`src/rsc_pkg.sv`:
```
// Package for the reset strap configuration capture block.
// Assumes one 20 MHz clock and an AHB-Lite register bus.
package rsc_pkg;

	// ********************************************************
	// Register map
	// ********************************************************
	localparam logic [7:0] RSC_OFS_MEM_CFG    = 8'h00;
	localparam logic [7:0] RSC_OFS_TEST_CLK   = 8'h04;
	localparam logic [7:0] RSC_OFS_MEM_TIMING = 8'h08;
	localparam logic [7:0] RSC_OFS_SERIAL     = 8'h0c;
	localparam logic [7:0] RSC_OFS_STATUS     = 8'h10;
	localparam int         RSC_NUM_CFG        = 4;
	localparam int         RSC_STRAP_W        = 29;

	// Value after reset: every strap bit reads 1, bits with no pin read 0
	localparam logic [31:0] RSC_CFG_RST = 32'h1fffffff;

	// ********************************************************
	// Field positions
	// ********************************************************
	localparam int RSC_PAGE_LSB     = 2;
	localparam int RSC_SIZE_LSB     = 5;
	localparam int RSC_SCAN_BIT     = 1;
	localparam int RSC_CLKSRC_BIT   = 3;
	localparam int RSC_PANEL_LSB    = 5;
	localparam int RSC_STRETCH_LSB  = 0;
	localparam int RSC_ROW_LOW_BIT  = 2;
	localparam int RSC_ROW_PRE_BIT  = 3;
	localparam int RSC_MEM_TYPE_BIT = 6;
	localparam int RSC_SIO_ADDR_BIT = 1;
	localparam int RSC_SIO_TYPE_BIT = 2;

	// ********************************************************
	// Field codes and decoded values
	// ********************************************************
	localparam logic [1:0]  RSC_PAGE_EDO1_C = 2'h0;
	localparam logic [1:0]  RSC_PAGE_EDO2_C = 2'h2;
	localparam logic [1:0]  RSC_PAGE_FAST_C = 2'h3;
	localparam logic [2:0]  RSC_SIZE_4M_C   = 3'h0;
	localparam logic [2:0]  RSC_SIZE_2M_C   = 3'h4;
	localparam logic [2:0]  RSC_SIZE_1M_C   = 3'h6;
	localparam logic [12:0] RSC_KB_4M       = 13'h1000;
	localparam logic [12:0] RSC_KB_2M       = 13'h0800;
	localparam logic [12:0] RSC_KB_1M       = 13'h0400;
	// Stretch in tenths of a nanosecond
	localparam logic [6:0]  RSC_STRETCH_00  = 7'h41;
	localparam logic [6:0]  RSC_STRETCH_01  = 7'h32;
	localparam logic [6:0]  RSC_STRETCH_10  = 7'h23;
	localparam logic [6:0]  RSC_STRETCH_11  = 7'h00;
	// Row strobe times in half memory clocks
	localparam logic [3:0]  RSC_ROW_LOW_0   = 4'h9;
	localparam logic [3:0]  RSC_ROW_LOW_1   = 4'h7;
	localparam logic [3:0]  RSC_ROW_PRE_0   = 4'h7;
	localparam logic [3:0]  RSC_ROW_PRE_1   = 4'h5;
	localparam logic [19:0] RSC_SIO_PORT_0  = 20'h000e8;
	localparam logic [19:0] RSC_SIO_PORT_1  = 20'h000e2;
	localparam logic [15:0] RSC_SIO_MMIO    = 16'hff20;

	typedef enum logic [1:0] {
		RSC_PAGE_EDO1,
		RSC_PAGE_EDO2,
		RSC_PAGE_FAST,
		RSC_PAGE_RSVD
	} rsc_page_t;

	typedef struct packed {
		rsc_page_t   page_mode;
		logic [12:0] mem_size_kb;
		logic        mem_cfg_ok;
		logic        mem_type_x16;
		logic        clk_internal;
		logic [2:0]  panel_type;
		logic [6:0]  stretch_100ps;
		logic [3:0]  row_low_half;
		logic [3:0]  row_pre_half;
		logic [19:0] serial_io_addr;
		logic        serial_io_en;
		logic [15:0] serial_mmio_ofs;
		logic        scan_mode;
	} rsc_cfg_t;

	typedef struct packed {
		logic       active;
		logic       write;
		logic [7:0] addr;
	} rsc_bus_req_t;

endpackage

```
`src/rsc_config_capture.sv`:
```
// Reset strap capture, configuration registers and connectivity test.
// Assumes an AHB-Lite master, strap pins settled around reset release,
// and pad logic that resolves pins from the active-low enables.
//
// The implementer's own choices: the placing of the registers and the AHB-Lite interface to the registers.
`timescale 1ns/1ns
module rsc_config_capture
	import rsc_pkg::*;
#(
	parameter int TEST_W = 16
) (
	input  wire logic                   clk_in,
	input  wire logic                   sys_rst_in,
	input  wire logic                   hsel_in,
	input  wire logic [31:0]            haddr_in,
	input  wire logic [1:0]             htrans_in,
	input  wire logic                   hwrite_in,
	input  wire logic [2:0]             hsize_in,
	input  wire logic [31:0]            hwdata_in,
	input  wire logic                   hready_in,
	output logic                        hreadyout_out,
	output logic [31:0]                 hrdata_out,
	output logic                        hresp_out,
	input  wire logic [RSC_STRAP_W-1:0] pixel_strap_pins_in,
	input  wire logic [RSC_STRAP_W-1:0] pixel_value_in,
	output logic      [RSC_STRAP_W-1:0] pixel_strap_pins_out,
	output logic      [RSC_STRAP_W-1:0] pixel_strap_pins_oe_n_out,
	input  wire logic                   mem_read_en_n_in,
	output logic                        mem_read_en_n_out,
	output logic                        mem_read_en_oe_n_out,
	input  wire logic [TEST_W-1:0]      test_pins_in,
	output logic                        scan_result_out,
	output rsc_cfg_t                    cfg_out
);

	// ********************************************************
	// Declarations
	// ********************************************************
	logic [7:0]   cfg_reg [0:RSC_NUM_CFG-1];
	logic         rst_d_reg;
	logic         capture;
	logic [31:0]  strap_word;
	rsc_bus_req_t req_reg;
	logic         addr_phase;
	logic         wr_phase;
	logic [1:0]   rd_idx;
	logic [31:0]  rd_next;
	logic [7:0]   status_next;
	rsc_cfg_t     cfg_next;
	logic         scan_sel;

	// ********************************************************
	// Strap capture at reset release
	// ********************************************************
	always_ff @(posedge clk_in) begin
		rst_d_reg <= sys_rst_in;
	end

	assign capture    = rst_d_reg && !sys_rst_in;
	// Unstrapped pins sit low on the pull-down and latch as 1
	assign strap_word = {3'h0, ~pixel_strap_pins_in};

	// ********************************************************
	// Bus slave
	// ********************************************************
	assign addr_phase = hsel_in && htrans_in[1] && hready_in;
	assign wr_phase   = req_reg.active && req_reg.write;
	assign rd_idx     = haddr_in[3:2];

	always_ff @(posedge clk_in) begin
		if (sys_rst_in) begin
			req_reg <= '0;
		end else begin
			req_reg.active <= addr_phase;
			req_reg.write  <= hwrite_in;
			req_reg.addr   <= haddr_in[7:0];
		end
	end

	generate
		for (genvar k = 0; k < RSC_NUM_CFG; k++) begin : g_cfg
			always_ff @(posedge clk_in) begin
				if (sys_rst_in) begin
					cfg_reg[k] <= RSC_CFG_RST[8*k +: 8];
				end else if (capture) begin
					cfg_reg[k] <= strap_word[8*k +: 8];
				end else if (wr_phase && req_reg.addr == 8'(4 * k)) begin
					cfg_reg[k] <= hwdata_in[7:0];
				end
			end
		end
	endgenerate

	always_comb begin
		status_next = {7'h00, cfg_next.mem_cfg_ok};
		rd_next     = 32'h00000000;
		if (haddr_in[7:0] == RSC_OFS_STATUS) begin
			rd_next = {24'h000000, status_next};
		end else if (haddr_in[7:4] == 4'h0 && haddr_in[1:0] == 2'h0) begin
			// Forward a write still in its data phase to the same register
			if (wr_phase && req_reg.addr == haddr_in[7:0]) begin
				rd_next = {24'h000000, hwdata_in[7:0]};
			end else begin
				rd_next = {24'h000000, cfg_reg[rd_idx]};
			end
		end
	end

	always_ff @(posedge clk_in) begin
		if (sys_rst_in) begin
			hrdata_out <= 32'h00000000;
		end else if (addr_phase && !hwrite_in) begin
			hrdata_out <= rd_next;
		end
	end

	always_ff @(posedge clk_in) begin
		hreadyout_out <= 1'b1;
		hresp_out     <= 1'b0;
	end

	// ********************************************************
	// Field decode
	// ********************************************************
	always_comb begin
		cfg_next = '0;
		case (cfg_reg[0][RSC_PAGE_LSB +: 2])
			RSC_PAGE_EDO1_C: cfg_next.page_mode = RSC_PAGE_EDO1;
			RSC_PAGE_EDO2_C: cfg_next.page_mode = RSC_PAGE_EDO2;
			RSC_PAGE_FAST_C: cfg_next.page_mode = RSC_PAGE_FAST;
			default:         cfg_next.page_mode = RSC_PAGE_RSVD;
		endcase
		cfg_next.mem_type_x16 = cfg_reg[2][RSC_MEM_TYPE_BIT];
		case (cfg_reg[0][RSC_SIZE_LSB +: 3])
			RSC_SIZE_4M_C: begin
				cfg_next.mem_size_kb = RSC_KB_4M;
				cfg_next.mem_cfg_ok  = !cfg_next.mem_type_x16;
			end
			RSC_SIZE_2M_C: begin
				cfg_next.mem_size_kb = RSC_KB_2M;
				cfg_next.mem_cfg_ok  = 1'b1;
			end
			RSC_SIZE_1M_C: begin
				cfg_next.mem_size_kb = RSC_KB_1M;
				cfg_next.mem_cfg_ok  = cfg_next.mem_type_x16;
			end
			default: begin
				cfg_next.mem_size_kb = 13'h0000;
				cfg_next.mem_cfg_ok  = 1'b0;
			end
		endcase
		cfg_next.scan_mode    = !cfg_reg[1][RSC_SCAN_BIT];
		cfg_next.clk_internal = cfg_reg[1][RSC_CLKSRC_BIT];
		cfg_next.panel_type   = cfg_reg[1][RSC_PANEL_LSB +: 3];
		case (cfg_reg[2][RSC_STRETCH_LSB +: 2])
			2'h0:    cfg_next.stretch_100ps = RSC_STRETCH_00;
			2'h1:    cfg_next.stretch_100ps = RSC_STRETCH_01;
			2'h2:    cfg_next.stretch_100ps = RSC_STRETCH_10;
			default: cfg_next.stretch_100ps = RSC_STRETCH_11;
		endcase
		cfg_next.row_low_half = cfg_reg[2][RSC_ROW_LOW_BIT] ? RSC_ROW_LOW_1
			: RSC_ROW_LOW_0;
		cfg_next.row_pre_half = cfg_reg[2][RSC_ROW_PRE_BIT] ? RSC_ROW_PRE_1
			: RSC_ROW_PRE_0;
		cfg_next.serial_io_addr = cfg_reg[3][RSC_SIO_ADDR_BIT] ? RSC_SIO_PORT_1
			: RSC_SIO_PORT_0;
		cfg_next.serial_io_en    = !cfg_reg[3][RSC_SIO_TYPE_BIT];
		cfg_next.serial_mmio_ofs = RSC_SIO_MMIO;
	end

	always_ff @(posedge clk_in) begin
		if (sys_rst_in) begin
			cfg_out <= '0;
		end else begin
			cfg_out <= cfg_next;
		end
	end

	// ********************************************************
	// Pin control and connectivity test
	// ********************************************************
	// Fresh strap decides at capture: no pin drives for a cycle in test mode
	assign scan_sel = capture ? !strap_word[8 + RSC_SCAN_BIT] : cfg_next.scan_mode;

	always_ff @(posedge clk_in) begin
		if (sys_rst_in) begin
			pixel_strap_pins_oe_n_out <= '1;
			pixel_strap_pins_out      <= '0;
			mem_read_en_n_out         <= 1'b1;
			mem_read_en_oe_n_out      <= 1'b0;
		end else if (scan_sel) begin
			pixel_strap_pins_oe_n_out <= '1;
			pixel_strap_pins_out      <= '0;
			mem_read_en_n_out         <= 1'b1;
			mem_read_en_oe_n_out      <= 1'b1;
		end else begin
			pixel_strap_pins_oe_n_out <= '0;
			pixel_strap_pins_out      <= pixel_value_in;
			mem_read_en_n_out         <= mem_read_en_n_in;
			mem_read_en_oe_n_out      <= 1'b0;
		end
	end

	// Parity flips once per input pulled low, whatever the order
	always_ff @(posedge clk_in) begin
		if (sys_rst_in || !scan_sel) begin
			scan_result_out <= 1'b0;
		end else begin
			scan_result_out <= ^{test_pins_in, pixel_strap_pins_in};
		end
	end
endmodule

```
`config.mk`:
```
export PLATFORM = sky130hd
export DESIGN_NAME = rsc_config_capture
export DESIGN_NICKNAME = d
export VERILOG_FILES = /design/src/rsc_pkg.sv /design/src/rsc_config_capture.sv
export SDC_FILE = /design/constraint.sdc
export NUM_CORES = 1
export LEC_CHECK = 0
export ABC_AREA = 1
export BUFFER_PORTS_ARGS = -buffer_cell sky130_fd_sc_hd__buf_2
export CAP_MARGIN = 20
export CORE_AREA = 4 4 120 122
export DETAILED_ROUTE_END_ITERATION = 12
export DIE_AREA = 0 0 124 126
export PLACE_DENSITY_LB_ADDON = 0.1
export SETUP_SLACK_MARGIN = 0.5
export SYNTH_ARGS = -nofsm -noshare
export SYNTH_HDL_FRONTEND = slang
export SYNTH_SLANG_ARGS = --single-unit
```
`constraint.sdc`:
```
create_clock -name clk_in -period 2.19 [get_ports clk_in]
set_clock_uncertainty 0.1 [all_clocks]
set_input_delay 0.3285 -clock clk_in [delete_from_list [all_inputs] [get_ports clk_in]]
set_output_delay 0.3285 -clock clk_in [all_outputs]
set_load 0.01 [all_outputs]
```
==> run summary <==
Arr. time, crit path: 1.69 ns
cell breakdown of the critical path: nand2_1 > nor4_4 > buf_4 > buf_4 > buf_6 > nand4_4 > o22ai_2 > inv_1
DRC viols: 0
WP buf/inv: 4
CTS sink cnt: 108
Tcrit/Tclk final: 0.772
pwr dens: 651 nW/um^2
post-synth top area share: 0.253
post-DR wirelength/cell: 12.4 microns
vias in the first global route: 4396
gr ovfl total: 0
io pins: 318
H-tree depth: 3
hold-fix buffers at CTS: 0
hold slack: 0.0656 ns
fin util: 0.551
Critical Path RT: 2.19 ns
Worst setup SP type: flop
Vias: 5147
commonest non-fill, non-tap cell in the layout: nand2_1
crit path kind: reg -> reg
Cell variety after synth: 34
fmax: 591 MHz
critical path peak fanout: 4
run status: complete, no violations
share of cells above drive strength 1: 0.275
Hold Path Depth: 2
Worst Hold Endpoint: mem_read_en_n_out$_SDFF_PP1_
Async SR Flop Fraction: 0
CTS tree: yes
Crit path max-delay family: simple AND/OR/NAND/NOR gates
Top FF cell, synth: dfxtp_1
commonest cells after routing, fill and taps aside: 223 x nand2_1, 205 x buf_2, 126 x inv_1, 93 x nor2_1, 72 x dfxtp_1
RSZ-0062 raised after global routing: true
largest net degree at the start of global routing: 33
slowest CP cell: dfxtp_1
CP peak stage delay: 0.31 ns
Crit. End Element: flop
gpl congestion: 0.815
Worst Max-Slew Pin Slew: 0.667 ns
Hold Crit Start: mem_read_en_n_in
CTS root buf: clkbuf_16
number of flops mapped to enable cells by yosys: 32
core area: 13200 sq um
MaxCap Viol Count: 0
synth top area cells: dfxtp_1 25%, edfxtp_1 16%, nand2_1 14%
Syn Area/Cell: 7.25 sq um
cell area after layout: 7270 sq um
R2R setup slack: 0.50 ns
reg-to-reg startpoint: req_reg[9]$_SDFF_PP0_
Std-Cell Rows: 42
post-synthesis cell area: 6020 sq um
final setup fails: 0
Crit path top cell by count: buf_4
PortBufs: 204
Final nets: 1156
drt pass-1 iters: 5
Max VDD drop: 383 uV
DRT antenna net count: 0
chip width: 124 microns
r2r worst-path depth: 8
register area share after synthesis: 0.412
Vias/cell: 4.35
Hold WC Path Type: in -> reg
die area: 15600 sq um
FF+latch count, synth: 108
post-layout min period: 1.69 ns
Yosys warning count: 0
placed cell area: 6700 sq um
Detailed Route WL: 14600 microns
1st-iter DRT viols: 339
antenna violations before repair: 0
post-DP HPWL: 11500 microns
cells after synthesis: 830
Starting Density: 0.456
setup_tns: 0 ns
Skew-Pair Late Insertion Delay: 0.34 ns
die height: 126 microns
Clock Path Buffers: 2
global-route wire length before repair: 21800 microns
Rel. slew slack: 0.553
Antenna diodes: 0
Yosys top cell by area: dfxtp_1
fill count: 1350
clock slew at reported path FFs: 0.07 ns
final hold vios: 0
Area growth syn-to-layout: 20.7%
Largest register FFs: 32
GRT Util Overall: 0.177
LEAKAGE: 3.93 nW
CTS buffer count: 9
Slew Viols, Final: 0
reg-to-reg endpoint: cfg_reg[2][3]$_SDFFCE_PN1P_
cells in the mapped netlist (3+ instances only):
cell / instances
nand2_1: 228
inv_1: 126
buf_4: 104
nor2_1: 97
dfxtp_1: 76
edfxtp_1: 32
o21ai_0: 32
a21oi_1: 19
nand3_1: 18
xor2_1: 14
o22ai_1: 13
xnor2_1: 13
buf_2: 11
nand3b_1: 7
ha_1: 6
buf_1: 4
clkbuf_1: 4
nand4_1: 3
nor3_1: 3
layer usage:
| layer | wire length, microns | vias up | share of wire | global-route usage |
|---|---|---|---|---|
| met5 | 0 | - | 0 | 0 |
| met4 | 165 | 0 | 0.011 | 0.0515 |
| met3 | 1410 | 10 | 0.097 | 0.0417 |
| met2 | 7160 | 197 | 0.49 | 0.289 |
| met1 | 5870 | 2234 | 0.40 | 0.233 |
| li1 | - | 2706 | - | - |
power breakdown:
| group | leakage [nW] | switching [mW] | internal (mW) |
|---|---|---|---|
| clock network | 0.154 | 0.712 | 0.939 |
| registers | 0.917 | 0.0531 | 2.16 |
| logic | 2.86 | 0.545 | 0.320 |
| total | 3.93 | 1.31 | 3.42 |
worst max-delay path by stage:
stage	end	cells after the start	from
2_1_floorplan	cfg_reg[1][0]$_DFFE_PP_	4	sys_rst_in
3_3_place_gp	pixel_strap_pins_out[1]$_SDFF_PP0_	9	sys_rst_in
3_5_place_dp	cfg_reg[2][5]$_SDFFCE_PN1P_	4	sys_rst_in
4_1_cts	hrdata_out[4]$_SDFFE_PP0P_	8	req_reg[3]$_SDFF_PP0_
5_1_grt	cfg_reg[2][3]$_SDFFCE_PN1P_	9	req_reg[6]$_SDFF_PP0_
6_report	cfg_reg[2][3]$_SDFFCE_PN1P_	8	req_reg[9]$_SDFF_PP0_
kinds of logic (layout without fill, tap and decap cells):
logic type / after synthesis / after routing / share of synthesized area
other: 2 / 61 / 0.00125
and+or+nand+nor: 366 / 367 / 0.248
DFF: 108 / 108 / 0.412
adders and majority gates: 6 / 6 / 0.0125
AOI/OAI and AO/OA: 70 / 70 / 0.0628
buffers and inverters: 251 / 367 / 0.224
xor gates and xnor gates: 27 / 27 / 0.0393
worst register-to-register path, stage by stage, from the launching register on:
cell and delay, ns:
dfxtp_1 0.31, nand2_1 0.11, nor4_4 0.27, buf_4 0.17, buf_4 0.12, buf_6 0.10, nand4_4 0.11, o22ai_2 0.13
inv_1 0.05
layout make-up:
type                    instances  area [sq um]  share of cell area
multi-input cells             531          2590               0.356
repair buffers                223          1180               0.162
inverters                     128           480              0.0661
clock buffers                  13           292              0.0401
well taps                     176           220              0.0303
clock inverters                 3          22.5             0.00310
flip-flops and latches        108          2490               0.342
metrics by stage:
step,std cells,setup WS (ns),total power [mW]
3_5_place_dp,1156,0.246,3.10
2_1_floorplan,889,0.496,2.92
4_1_cts,1176,0.446,4.73
3_3_place_gp,1156,0.253,3.09
6_report,1182,0.499,4.73
5_1_grt,1182,0.399,4.98
timing repair:
item	4_1_cts	5_1_grt
gates resized for setup	6	43
pin swaps	0	1
setup buffers	3	5
endpoints found under the setup margin	93	96
gates cloned	1	1
Power figures use the tool's default switching activity.
